[src/playback_consts.vh]
// Register map, field positions, reset values and timing counts of the playback sequencer
`ifndef PLAYBACK_CONSTS_VH
`define PLAYBACK_CONSTS_VH
// ------------------------------------------------------------
// Register byte offsets
// ------------------------------------------------------------
`define OFS_CTRL 6'h00
`define OFS_STATUS 6'h04
`define OFS_SEG_SEL 6'h08
`define OFS_SEG_START 6'h0C
`define OFS_SEG_LEN 6'h10
`define OFS_SEG_REP 6'h14
`define OFS_SEG_JUMP 6'h18
`define OFS_TRIG_IVL 6'h1C
`define OFS_SEQ_COUNT 6'h20
`define OFS_CMD 6'h24
// ------------------------------------------------------------
// Fields and codes
// ------------------------------------------------------------
`define CTRL_RUN 0
`define CTRL_MODE_LO 1
`define CTRL_MODE_HI 2
`define CTRL_SLOPE_NEG 3
`define CTRL_TRIG_INT 4
`define CTRL_REF_EXT 5
`define CTRL_GATE_CMD 6
`define CMD_TRIG 0
`define CMD_EVENT 1
`define CMD_JUMP 2
`define STAT_PLAYING 0
`define STAT_LEN_ERR 1
`define MODE_CONT 2'h0
`define MODE_TRIG 2'h1
`define MODE_GATED 2'h2
`define MODE_ENH 2'h3
`define CTRL_RESET 32'h00000000
`define IVL_RESET 32'h000000C8
// ------------------------------------------------------------
// Waveform geometry and timing
// ------------------------------------------------------------
`define SAMPLE_W 8
`define MARKER_W 2
`define GROUP_PTS 4
`define LEN_MIN_PTS 960
`define MEM_POINTS 16777216
`define IDLE_SAMPLE 8'h80
`define CLK_NS 5
`define CLK_KHZ 200000
`define TRIG_MIN_NS 1000
`define TRIG_MIN_CYC ((`TRIG_MIN_NS + `CLK_NS - 1) / `CLK_NS)
`define TRIG_MAX_MS 10000
`define TRIG_MAX_CYC (`TRIG_MAX_MS * `CLK_KHZ)
`endif

[src/playback_sequencer.v]
// Waveform playback sequencer: address/length/repeat counters, run modes, sample serialiser
//
// Functional notes
// - Each location holds sample plus two markers
// - Length 960 to depth, multiple of four
// - Serialiser emits one sample per clock
// - Run mode governs the address control
// - Continuous mode loops regardless of triggers
// - Triggered mode plays once per trigger
// - Triggered sequence plays through exactly once
// - Gated mode outputs only while gate true
// - Trigger edge and gate level selectable
// - Enhanced mode steps sequence on triggers, jump commands
// - Events redirect sequence in enhanced mode
// - Start address loaded into address counter
// - Length counter expiry marks waveform end
// - Counters step on quarter-rate enable
// - Repeat counter replays waveform that often
// - Reference selectable internal or external
// - Internal trigger timer 1 us to 10 s
`timescale 1ns/1ps
`include "playback_consts.vh"
module playback_sequencer #(
    parameter MEM_DEPTH = `MEM_POINTS,
    parameter ADDR_W = 22,
    parameter SEQ_DEPTH = 8,
    parameter IDX_W = 3,
    parameter REP_W = 16,
    parameter TRIG_MAX = `TRIG_MAX_CYC
) (
    // Clock and reset
    input wire REF_CLK,
    input wire SYS_RST,
    // Avalon-MM slave
    input wire [5:0] AVS_ADDRESS,
    input wire AVS_READ,
    input wire AVS_WRITE,
    input wire [31:0] AVS_WRITEDATA,
    output reg [31:0] AVS_READDATA,
    output wire AVS_WAITREQUEST,
    // Trigger and event inputs
    input wire EXT_TRIGGER_INPUT,
    input wire FORCE_TRIGGER_BTN,
    input wire EXT_EVENT_INPUT,
    input wire FORCE_EVENT_BTN,
    // Clock reference selection
    input wire REF_CLOCK_INPUT,
    output wire REF_SELECT_EXT,
    // Waveform memory read port, four points per word
    output reg [ADDR_W-1:0] MEM_ADDR,
    output reg MEM_RD,
    input wire [4*(`SAMPLE_W+`MARKER_W)-1:0] MEM_DATA,
    // Converter and marker outputs
    output wire [`SAMPLE_W-1:0] SAMPLE_OUT,
    output wire [`MARKER_W-1:0] MARKER_OUT
);
    localparam PT_W = `SAMPLE_W + `MARKER_W;
    localparam [31:0] LEN_MIN = `LEN_MIN_PTS;
    localparam [31:0] DEPTH = MEM_DEPTH;
    localparam [31:0] IVL_MIN = `TRIG_MIN_CYC;
    localparam [31:0] IVL_MAX = TRIG_MAX;
    localparam ST_IDLE = 1'b0;
    localparam ST_PLAY = 1'b1;

    // ------------------------------------------------------------
    // Register storage
    // ------------------------------------------------------------
    reg [31:0] ctrl_r;
    reg [31:0] ivl_r;
    reg [IDX_W-1:0] sel_r;
    reg [IDX_W:0] cnt_r;
    reg len_err_r;
    reg ack_r;
    reg [ADDR_W-1:0] seg_start [0:SEQ_DEPTH-1];
    reg [ADDR_W:0] seg_len [0:SEQ_DEPTH-1];
    reg [REP_W-1:0] seg_rep [0:SEQ_DEPTH-1];
    reg [IDX_W-1:0] seg_jmp [0:SEQ_DEPTH-1];
    // Playback state
    reg state_r;
    reg [ADDR_W-1:0] addr_r;
    reg [ADDR_W:0] len_r;
    reg [REP_W-1:0] rep_r;
    reg [IDX_W-1:0] idx_r;
    reg [1:0] phase_r;
    reg [4*PT_W-1:0] sh_r;
    reg trg_prev_r;
    reg ev_prev_r;
    reg tbtn_prev_r;
    reg ebtn_prev_r;
    reg trig_pend_r;
    reg ev_pend_r;
    reg jump_pend_r;
    reg [31:0] tmr_r;

    wire [1:0] mode = ctrl_r[`CTRL_MODE_HI:`CTRL_MODE_LO];
    wire run = ctrl_r[`CTRL_RUN];
    wire wr_ok = AVS_WRITE & ack_r;
    wire cmd_wr = wr_ok & (AVS_ADDRESS == `OFS_CMD);
    wire ce4 = (phase_r == 2'h3);
    // Length check on the point count written by software
    wire len_ok = (AVS_WRITEDATA >= LEN_MIN) && (AVS_WRITEDATA <= DEPTH) &&
                  (AVS_WRITEDATA[1:0] == 2'h0);

    // ------------------------------------------------------------
    // Avalon slave: one wait cycle, then the answer
    // ------------------------------------------------------------
    assign AVS_WAITREQUEST = (AVS_READ | AVS_WRITE) & ~ack_r;
    assign REF_SELECT_EXT = ctrl_r[`CTRL_REF_EXT];

    // Acknowledge and read data
    always @(posedge REF_CLK) begin
        if (SYS_RST) begin
            ack_r <= 1'b0;
            AVS_READDATA <= 32'h00000000;
        end else begin
            ack_r <= (AVS_READ | AVS_WRITE) & ~ack_r;
            if (AVS_READ & ~ack_r) begin
                case (AVS_ADDRESS)
                    `OFS_CTRL: AVS_READDATA <= ctrl_r;
                    `OFS_STATUS: AVS_READDATA <= {16'h0000, 5'h00, REF_CLOCK_INPUT,
                        {(8-IDX_W){1'b0}}, idx_r, len_err_r, state_r};
                    `OFS_SEG_SEL: AVS_READDATA <= {{(32-IDX_W){1'b0}}, sel_r};
                    `OFS_SEG_START: AVS_READDATA <= {{(30-ADDR_W){1'b0}},
                        seg_start[sel_r], 2'h0};
                    `OFS_SEG_LEN: AVS_READDATA <= {{(29-ADDR_W){1'b0}},
                        seg_len[sel_r], 2'h0};
                    `OFS_SEG_REP: AVS_READDATA <= {{(32-REP_W){1'b0}}, seg_rep[sel_r]};
                    `OFS_SEG_JUMP: AVS_READDATA <= {{(32-IDX_W){1'b0}}, seg_jmp[sel_r]};
                    `OFS_TRIG_IVL: AVS_READDATA <= ivl_r;
                    `OFS_SEQ_COUNT: AVS_READDATA <= {{(31-IDX_W){1'b0}}, cnt_r};
                    default: AVS_READDATA <= 32'h00000000;
                endcase
            end
        end
    end

    // Control registers; a bad length is refused and flagged
    always @(posedge REF_CLK) begin
        if (SYS_RST) begin
            ctrl_r <= `CTRL_RESET;
            ivl_r <= `IVL_RESET;
            sel_r <= {IDX_W{1'b0}};
            cnt_r <= {{IDX_W{1'b0}}, 1'b1};
            len_err_r <= 1'b0;
        end else begin
            if (wr_ok && AVS_ADDRESS == `OFS_CTRL)
                ctrl_r <= AVS_WRITEDATA;
            if (wr_ok && AVS_ADDRESS == `OFS_TRIG_IVL)
                ivl_r <= AVS_WRITEDATA;
            if (wr_ok && AVS_ADDRESS == `OFS_SEG_SEL)
                sel_r <= AVS_WRITEDATA[IDX_W-1:0];
            if (wr_ok && AVS_ADDRESS == `OFS_SEQ_COUNT)
                cnt_r <= AVS_WRITEDATA[IDX_W:0];
            // A new error beats a clear in the same cycle
            if (wr_ok && AVS_ADDRESS == `OFS_SEG_LEN && !len_ok)
                len_err_r <= 1'b1;
            else if (wr_ok && AVS_ADDRESS == `OFS_STATUS && AVS_WRITEDATA[`STAT_LEN_ERR])
                len_err_r <= 1'b0;
        end
    end

    // Segment table; arrays hold no reset, software programs them before run
    always @(posedge REF_CLK) begin
        if (wr_ok && AVS_ADDRESS == `OFS_SEG_START)
            seg_start[sel_r] <= AVS_WRITEDATA[ADDR_W+1:2];
        if (wr_ok && AVS_ADDRESS == `OFS_SEG_LEN && len_ok)
            seg_len[sel_r] <= AVS_WRITEDATA[ADDR_W+2:2];
        if (wr_ok && AVS_ADDRESS == `OFS_SEG_REP)
            seg_rep[sel_r] <= AVS_WRITEDATA[REP_W-1:0];
        if (wr_ok && AVS_ADDRESS == `OFS_SEG_JUMP)
            seg_jmp[sel_r] <= AVS_WRITEDATA[IDX_W-1:0];
    end

    // ------------------------------------------------------------
    // Trigger, gate and event conditioning
    // ------------------------------------------------------------
    wire trg_lvl = EXT_TRIGGER_INPUT ^ ctrl_r[`CTRL_SLOPE_NEG];
    wire ext_edge = trg_lvl & ~trg_prev_r & ~ctrl_r[`CTRL_TRIG_INT];
    wire btn_edge = FORCE_TRIGGER_BTN & ~tbtn_prev_r;
    wire [31:0] ivl_eff = (ivl_r < IVL_MIN) ? IVL_MIN :
                          (ivl_r > IVL_MAX) ? IVL_MAX : ivl_r;
    wire tick = ctrl_r[`CTRL_TRIG_INT] & run & (tmr_r >= ivl_eff - 32'h00000001);
    wire trig_any = ext_edge | btn_edge | tick |
                    (cmd_wr & AVS_WRITEDATA[`CMD_TRIG]);
    wire ev_any = (EXT_EVENT_INPUT & ~ev_prev_r) | (FORCE_EVENT_BTN & ~ebtn_prev_r) |
                  (cmd_wr & AVS_WRITEDATA[`CMD_EVENT]);
    wire jump_cmd = cmd_wr & AVS_WRITEDATA[`CMD_JUMP];
    // Gate true while the polarised input (ignored when the internal timer triggers), the button or the remote level is high
    wire gate = (trg_lvl & ~ctrl_r[`CTRL_TRIG_INT]) | FORCE_TRIGGER_BTN |
                ctrl_r[`CTRL_GATE_CMD];

    // Edge history and internal interval timer
    always @(posedge REF_CLK) begin
        if (SYS_RST) begin
            trg_prev_r <= 1'b0;
            ev_prev_r <= 1'b0;
            tbtn_prev_r <= 1'b0;
            ebtn_prev_r <= 1'b0;
            tmr_r <= 32'h00000000;
        end else begin
            trg_prev_r <= trg_lvl;
            ev_prev_r <= EXT_EVENT_INPUT;
            tbtn_prev_r <= FORCE_TRIGGER_BTN;
            ebtn_prev_r <= FORCE_EVENT_BTN;
            if (!ctrl_r[`CTRL_TRIG_INT] || !run || tick)
                tmr_r <= 32'h00000000;
            else
                tmr_r <= tmr_r + 32'h00000001;
        end
    end

    // ------------------------------------------------------------
    // Sequence stepping: where the next pass starts
    // ------------------------------------------------------------
    reg [IDX_W-1:0] nxt_idx;
    reg seq_done;
    wire [IDX_W:0] cnt_eff = (cnt_r == {(IDX_W+1){1'b0}}) ? {{IDX_W{1'b0}}, 1'b1} : cnt_r;
    wire [IDX_W:0] idx_inc = {1'b0, idx_r} + {{IDX_W{1'b0}}, 1'b1};
    wire enh = (mode == `MODE_ENH);
    wire pass_end = (len_r == {{ADDR_W{1'b0}}, 1'b1});
    wire rep_left = (rep_r > {{(REP_W-1){1'b0}}, 1'b1});

    // Pick the next entry: event jump, then sequential, then wrap
    always @* begin
        nxt_idx = idx_inc[IDX_W-1:0];
        seq_done = 1'b0;
        if (enh && ev_pend_r) begin
            nxt_idx = seg_jmp[idx_r];
        end else if (idx_inc >= cnt_eff) begin
            nxt_idx = {IDX_W{1'b0}};
            // Continuous and gated loop; triggered and enhanced end the pass
            seq_done = (mode == `MODE_TRIG) || enh;
        end
    end

    // ------------------------------------------------------------
    // Address, length and repeat counters on the quarter-rate enable
    // ------------------------------------------------------------
    wire start_ok = run && ((mode == `MODE_CONT) || (mode == `MODE_GATED && gate) ||
                    ((mode == `MODE_TRIG || enh) && trig_pend_r));
    wire step_now = enh && (trig_pend_r || jump_pend_r);
    wire consume = ce4 & (state_r == ST_IDLE ? start_ok : step_now);

    always @(posedge REF_CLK) begin
        if (SYS_RST) begin
            phase_r <= 2'h0;
            state_r <= ST_IDLE;
            addr_r <= {ADDR_W{1'b0}};
            len_r <= {(ADDR_W+1){1'b0}};
            rep_r <= {REP_W{1'b0}};
            idx_r <= {IDX_W{1'b0}};
            MEM_ADDR <= {ADDR_W{1'b0}};
            MEM_RD <= 1'b0;
            trig_pend_r <= 1'b0;
            ev_pend_r <= 1'b0;
            jump_pend_r <= 1'b0;
        end else begin
            phase_r <= phase_r + 2'h1;
            // A request seen in the consuming cycle stays pending
            trig_pend_r <= trig_any | (trig_pend_r & ~consume);
            jump_pend_r <= jump_cmd | (jump_pend_r & ~(consume & enh));
            if (ev_any)
                ev_pend_r <= 1'b1;
            else if (ce4 && state_r == ST_PLAY && pass_end && !rep_left)
                ev_pend_r <= 1'b0;
            if (ce4) begin
                MEM_RD <= 1'b0;
                case (state_r)
                    ST_IDLE: begin
                        if (start_ok) begin
                            state_r <= ST_PLAY;
                            idx_r <= {IDX_W{1'b0}};
                            addr_r <= seg_start[0];
                            len_r <= seg_len[0];
                            rep_r <= seg_rep[0];
                        end
                    end
                    ST_PLAY: begin
                        if (!run || (mode == `MODE_GATED && !gate)) begin
                            state_r <= ST_IDLE;
                        end else if (step_now) begin
                            // Trigger steps on, remote jump follows the entry's target
                            idx_r <= jump_pend_r ? seg_jmp[idx_r] : nxt_idx;
                            addr_r <= seg_start[jump_pend_r ? seg_jmp[idx_r] : nxt_idx];
                            len_r <= seg_len[jump_pend_r ? seg_jmp[idx_r] : nxt_idx];
                            rep_r <= seg_rep[jump_pend_r ? seg_jmp[idx_r] : nxt_idx];
                        end else begin
                            MEM_ADDR <= addr_r;
                            MEM_RD <= 1'b1;
                            addr_r <= addr_r + {{(ADDR_W-1){1'b0}}, 1'b1};
                            len_r <= len_r - {{ADDR_W{1'b0}}, 1'b1};
                            if (pass_end && rep_left) begin
                                rep_r <= rep_r - {{(REP_W-1){1'b0}}, 1'b1};
                                addr_r <= seg_start[idx_r];
                                len_r <= seg_len[idx_r];
                            end else if (pass_end && seq_done) begin
                                state_r <= ST_IDLE;
                            end else if (pass_end) begin
                                idx_r <= nxt_idx;
                                addr_r <= seg_start[nxt_idx];
                                len_r <= seg_len[nxt_idx];
                                rep_r <= seg_rep[nxt_idx];
                            end
                        end
                    end
                    default: state_r <= ST_IDLE;
                endcase
            end
        end
    end

    // ------------------------------------------------------------
    // Serialiser: load four points per enable, shift one per clock
    // ------------------------------------------------------------
    // Memory has up to three clocks to answer; the fetch still standing is the one loaded
    always @(posedge REF_CLK) begin
        if (SYS_RST)
            sh_r <= {4{{`MARKER_W{1'b0}}, `IDLE_SAMPLE}};
        else if (ce4)
            sh_r <= MEM_RD ? MEM_DATA : {4{{`MARKER_W{1'b0}}, `IDLE_SAMPLE}};
        else
            sh_r <= {{`MARKER_W{1'b0}}, `IDLE_SAMPLE, sh_r[4*PT_W-1:PT_W]};
    end

    assign SAMPLE_OUT = sh_r[`SAMPLE_W-1:0];
    assign MARKER_OUT = sh_r[PT_W-1:`SAMPLE_W];
endmodule // playback_sequencer

[config.mk]
export PLATFORM = sky130hd
export DESIGN_NAME = playback_sequencer
export DESIGN_NICKNAME = d
export VERILOG_FILES = /design/src/playback_sequencer.v
export VERILOG_INCLUDE_DIRS = /design/src
export SDC_FILE = /design/constraint.sdc
export NUM_CORES = 2
export LEC_CHECK = 0
export ABC_AREA = 1
export BUFFER_PORTS_ARGS = -buffer_cell sky130_fd_sc_hd__buf_2
export CELL_PAD_IN_SITES_DETAIL_PLACEMENT = 1
export CELL_PAD_IN_SITES_GLOBAL_PLACEMENT = 1
export CORE_ASPECT_RATIO = 1.1
export CORE_MARGIN = 2
export CORE_UTILIZATION = 42
export CTS_CLUSTER_SIZE = 20
export DETAILED_ROUTE_END_ITERATION = 7
export PLACE_DENSITY_LB_ADDON = 0.25
export SLEW_MARGIN = 20
export SYNTH_ARGS = -nofsm -noshare
export SYNTH_HDL_FRONTEND = slang
export SYNTH_SLANG_ARGS = --single-unit
export TNS_END_PERCENT = 100
[constraint.sdc]
create_clock -name REF_CLK -period 3.5 [get_ports REF_CLK]
set_input_delay 0.525 -clock REF_CLK [delete_from_list [all_inputs] [get_ports REF_CLK]]
set_output_delay 0.525 -clock REF_CLK [all_outputs]
set_load 0.005 [all_outputs]
-- Word level (Yosys, flattened, before mapping)
Memory sizes are Yosys's and may differ from the RTL's. A register that Yosys moved wholly into a read port is not among the register bits.
Cells that the tools add are included.
- output and inout port bits: 67
- input port bits: 87
- logic and storage cells: 231
- memories: 4
- register bits after elaboration: 274
- RAM bits: 512
- memory list (name ; depth ; bits a word ; rd ports ; clocked after Yosys merged registers in ; wr ports ; RTL line ; source):
    seg_len ; 8 ; 23 ; 5 ; 2 ; 1 ; playback_sequencer.v:75 ; reg [ADDR_W:0] seg_len [0:SEQ_DEPTH-1];
    seg_start ; 8 ; 22 ; 5 ; 2 ; 1 ; playback_sequencer.v:74 ; reg [ADDR_W-1:0] seg_start [0:SEQ_DEPTH-1];
    seg_rep ; 8 ; 16 ; 4 ; 1 ; 1 ; playback_sequencer.v:76 ; reg [REP_W-1:0] seg_rep [0:SEQ_DEPTH-1];
    seg_jmp ; 8 ; 3 ; 2 ; 2 ; 1 ; playback_sequencer.v:77 ; reg [IDX_W-1:0] seg_jmp [0:SEQ_DEPTH-1];
- multiplexer cells: 75
- order comparisons: 7
- bitwise gates (word level): 43
- reductions and logical operators: 49
- eq/ne operators: 21
- add/sub/neg operators: 7
- operators with widths (cell ; number):
    $pmux W32 S9 ; 1
    $mux W23 ; 6
    $mux W22 ; 6
    $mux W16 ; 6
    $mux W3 ; 23
    $mux W32 ; 2
    $mux W30 ; 2
    $pmux W23 S2 ; 1
    $pmux W22 S2 ; 1
    $add A32 B1 Y32 const B ; 1
    $ge A32 B10 Y1 const B ; 1
    $ge A32 B32 Y1 ; 1
    $gt A32 B31 Y1 const B ; 1
    $le A32 B25 Y1 const B ; 1
    $lt A32 B8 Y1 const B ; 1
    $pmux W16 S2 ; 1
    $sub A32 B1 Y32 const B ; 1
    $logic_and A1 B1 Y1 ; 25
    $eq A6 B5 Y1 const B ; 4
    $eq A23 B1 Y1 const B ; 1
    $mux W1 ; 23
    $sub A23 B1 Y23 const B ; 1
    $add A22 B1 Y22 const B ; 1
    $and A1 B1 Y1 ; 19
    other kinds (33) ; 72

-- Longest topological paths before layout
- word-level depth: 14
- gate-level depth with buffers: 31
- gate-level depth less buffers: 28

-- Worst setup path after synthesis
Ideal clock, no wire load.
- path kind: register -> register
- start: reg ivl_r[23]
- end: reg tmr_r[10]
- path slack: -0.154 ns
- setup time: 0.130 ns
- stages on the path, launching flop included: 31
- buffers on the path: 3
- period minus slack after synthesis: 3.654 ns
- arrival time: 3.524 ns
- cell sequence: dfxtp_1 inv_2 nand2_1 nor2_2 inv_2 nor2_1 nand3_1 nand2_2 nand2_4 buf_6 buf_4 nand3_1 ha_1 nand2_1 nor2_2 nand3_1 nor2_2 nand2_1 nand2_1 nand2_1 ha_1 nand2_1 nor2_1 nand4_1 nor2_1 nand4_1 nand3_1 nor2_1 nand2_1 clkbuf_1 nor3b_1
- longest elaborated chain between the ends: 8
- elaborated cells between the ends (all ways): 9
- classes of those cells: add/sub (1); order compare (3); mux (2); bitwise (1); reduce/logical (2)
- RTL lines (item ; RTL line ; source):
    start, declared ; playback_sequencer.v:69 ; reg [31:0] ivl_r;
    start signal, assigned ; playback_sequencer.v:141 ; ivl_r <= `IVL_RESET;
    $gt A32 B31 Y1 ; playback_sequencer.v:181 ; (ivl_r > IVL_MAX) ? IVL_MAX : ivl_r;
    $mux W32 ; playback_sequencer.v:181 ;
    $mux W32 * ; playback_sequencer.v:180 ; wire [31:0] ivl_eff = (ivl_r < IVL_MIN) ? IVL_MIN :
    $sub A32 B1 Y32 * ; playback_sequencer.v:182 ; wire tick = ctrl_r[`CTRL_TRIG_INT] & run & (tmr_r >= ivl_eff - 32'h00000001);
    $ge A32 B32 Y1 * ; playback_sequencer.v:182 ;
    $and A1 B1 Y1 * ; playback_sequencer.v:182 ;
    $logic_or A1 B1 Y1 * ; playback_sequencer.v:205 ; if (!ctrl_r[`CTRL_TRIG_INT] || !run || tick)
    $reduce_or A2 Y1 (no source line) * ; - ;
    end signal, assigned ; playback_sequencer.v:208 ; tmr_r <= tmr_r + 32'h00000001;
    end, declared ; playback_sequencer.v:93 ; reg [31:0] tmr_r;
Mark *: on every way between the ends. The rest lies on a longest branch, timed or not.
A chain may end at the register's enable or synchronous reset.

-- Worst setup path after layout
- start: reg ivl_r[31]
- end: reg tmr_r[9]
The elaborated chain is that of the path after synthesis.

==> metrics.md <==
| Metric | Value |
|---|---|
| Status | finished, violations left |
| Failing checks | setup timing |
| Seq/Total Area, Yosys | 43.3% |
| Finished Cell Area | 57300 sq um |
| H-tree levels | 3 |
| Row cnt | 130 |
| Clock Sink Count | 792 |
| Share of flip-flops with an asynchronous set or reset | 0% |
| Starting Density | 42.4% |
| Initial DRT Pass Iterations | 6 |
| Total power draw | 21.6 mW |
| Placed inst area | 52600 sq um |
| Clock root cell | clkbuf_16 |
| Fmax achieved | 263 MHz |
| Drt via density | 6.31 |
| Count leader, synth | nand2_1 |
| Crit Path Max Fanout | 8 |
| Synth cell count leaders | nand2_1, nand3_1, a21oi_1, o21ai_0, inv_1 |
| Highest cell delay on the worst timing path | 0.32 ns |
| Number of fill cells in the layout | 14128 |
| Die area | 118000 sq um |
| Clk Latency, worst-skew pair | 0.72 ns |
| Worst endpoint required time | 4.12 ns |
| Grt total ovfl | 0 |
| #FFs+latches synth | 792 |
| Final setup margin | -0.306 ns |
| CP Class | reg -> reg |
| Cell area after synthesis | 48500 sq um |
| Syn. warnings | 0 |
| Die width | 328 um |
| VDD IR max | 424 uV |
| Slew Viols, Final | 0 |
| Clk slew on worst S/H paths | 0.07 ns |
| Syn_nets | 6759 |
| Final hold viol count | 0 |
| Final setup viols | 33 |
| Core Footprint | 114000 sq um |
| Routability cong. | 0.960 |
| I/O pin count | 154 |
| Power density cells | 378 nW/um^2 |
| Initial drt markers | 6232 |
| Tcrit/Tclk final | 109% |
| Clk buf depth | 3 |
| Synth top area cells | edfxtp_1, dfxtp_1, nand2_1 |
| Post-route ant nets | 0 |
| DIE HEIGHT | 360 um |
| Area delta synth->final | 18.1% |
| Final Skew | 0.0320 ns |
| Yosys top cell area share | 31.7% |
| Layout cells sized above 1 | 13.3% |
| Least-Margin Pin Slew | 1.13 ns |
| Post-Syn Area per Cell | 7.32 sq um |
| GRT Resource Usage Total | 38.8% |
| Vias in the first global route | 53525 |
| WHS Path Cells | 3 |
| Hold crit path type | in -> reg |
| CP Capture Type | register |
| Post-synth EDFFs | 512 |
| Startpoint types | register |
| Max transition margin | 24.2% |
| WL/cell | 28.2 um |
| Multi-input gate area | 24100 sq um |
| Pin count of the biggest net entering global routing | 171 |
| Dpl hpwl | 143000 um |
| Number of buffers added on ports | 153 |
| Drt total wl | 236000 um |
| Syn Inst Count | 6627 |
| Synth unique cells | 55 |
| Cell taking the most area after synthesis | edfxtp_1 |
| CTS buffer count | 92 |
| First-pass GRT wire length | 344000 um |
| Minimum clock period | 3.81 ns |
| Crit path DAT | 4.42 ns |
| Clock tree from TritonCTS | yes |
| Leakage | 23.2 nW |
| Max-Cap Viols | 0 |
| RSZ-0062 raised after global routing | true |
| Net count, final | 6896 |
| R2r worst-path depth | 25 |
| Post-synth top flop | edfxtp_1 |
| Initial antenna violation count | 17 |
| Routed via count | 52816 |
| Slowest cell on crit path | dfxtp_2 |
| DRC viols | 0 |
| Register area | 21000 sq um |
==> power breakdown <==
| part | switching, mW | leakage (nW) | internal [mW] |
|---|---|---|---|
| Sequential | 0.0128 | 6.87 | 9.94 |
| Clock | 4.40 | 1.63 | 6.57 |
| Combinational | 0.536 | 14.7 | 0.164 |
==> final timing paths <==
path / endpoint / slack [ns] / start
worst min-delay path: ebtn_prev_r$_SDFF_PP0_ / 0.04 / FORCE_EVENT_BTN
worst max-delay path: tmr_r[9]$_SDFF_PP0_ / -0.31 / ivl_r[31]$_SDFFE_PP0P_
worst min register to register: phase_r[0]$_SDFF_PP0_ / 0.45 / phase_r[0]$_SDFF_PP0_
worst max register to register: tmr_r[9]$_SDFF_PP0_ / -0.31 / ivl_r[31]$_SDFFE_PP0P_
==> cell families after synthesis <==
| logic type | Yosys count | share of synthesized area (%) |
|---|---|---|
| buf+inv | 1119 | 9.56 |
| fa+ha+maj | 45 | 1.16 |
| other cells | 1 | 0.00773 |
| flops | 792 | 43.3 |
| simple gates | 2790 | 24.5 |
| compound gates | 1806 | 20.2 |
| xor+xnor | 74 | 1.34 |
==> state kept, by name (all words and copies together), names as in the netlist, 32 cells and up, named ones only <==
| register | count |
|---|---|
| seg_len | 184 |
| tmr_r | 32 |
| ivl_r | 32 |
| seg_start | 176 |
| sh_r | 40 |
| AVS_READDATA | 32 |
| seg_rep | 128 |
| ctrl_r | 32 |
==> routing by layer <==
layer | global-route usage (%) | part of all wire (%) | wire length, um | vias to the layer above
met2 | 60.5 | 44 | 105000 | 3191
met4 | 23.5 | 6.7 | 15900 | 10
met3 | 8.28 | 11 | 26300 | 876
met1 | 49.1 | 38 | 89500 | 25791
li1 | - | - | - | 22948
met5 | 0 | 0.029 | 68 | -
==> final cells by class <==
cell class	instances	share of cell area, %
inverter	646	4.28
multi-input combinational	4720	42.0
antenna	11	0.0481
clock inverter	55	1.35
sequential	792	36.7
timing repair buffer	512	7.77
tap	1518	3.32
clock buffer	118	4.52
==> critical path, delay by kind of cell (launching register included) <==
| family | cells | cell delay [ns] |
|---|---|---|
| buffers and inverters | 2 | 0.24 |
| AO/OA/AOI/OAI | 3 | 0.36 |
| flip-flops | 1 | 0.32 |
| adder cells (fa/ha/maj) | 2 | 0.45 |
| AND/OR/NAND/NOR | 18 | 2.32 |
==> cells in the final DEF, fill, tap and decap left out, types with 21 or more instances in the layout <==
master,n
a21oi_1,803
nand4_1,42
inv_2,21
nand3_1,808
clkbuf_16,99
nor2_2,35
xnor2_1,22
o21ai_0,682
edfxtp_1,512
nor3_1,30
nor2_1,350
a22o_1,27
buf_12,63
buf_4,271
o31ai_1,43
buf_2,153
nand2_2,25
ha_1,37
nand2_1,1369
inv_1,611
o211ai_1,156
xor2_1,49
nor2_4,42
dfxtp_1,266
==> metrics by stage <==
stage,utilization [%],instances,hold WS [ns],setup slack (ns),setup TNS [ns]
floorplan,-,6627,0.399,0.0222,0
global placement,46.0,8153,0.407,-0.271,-8.24
detailed placement,46.0,8153,0.417,-0.509,-13.61
CTS,49.6,8351,0.000168,-0.196,-5.28
global route,50.1,8365,0.0324,-0.480,-15.25
finish,50.1,8372,0.0365,-0.306,-8.84
==> timing repair <==
action / 4_1_cts / 5_1_grt
cloned: 4 / 4
setup endpoints to repair: 33 / 96
pin swaps: 61 / 51
buffers inserted: 15 / 6
hold buffers: 7 / 0
hold endpoints to repair: 7 / 0
gates resized for setup: 136 / 97
(Power assumes the default switching activity.)
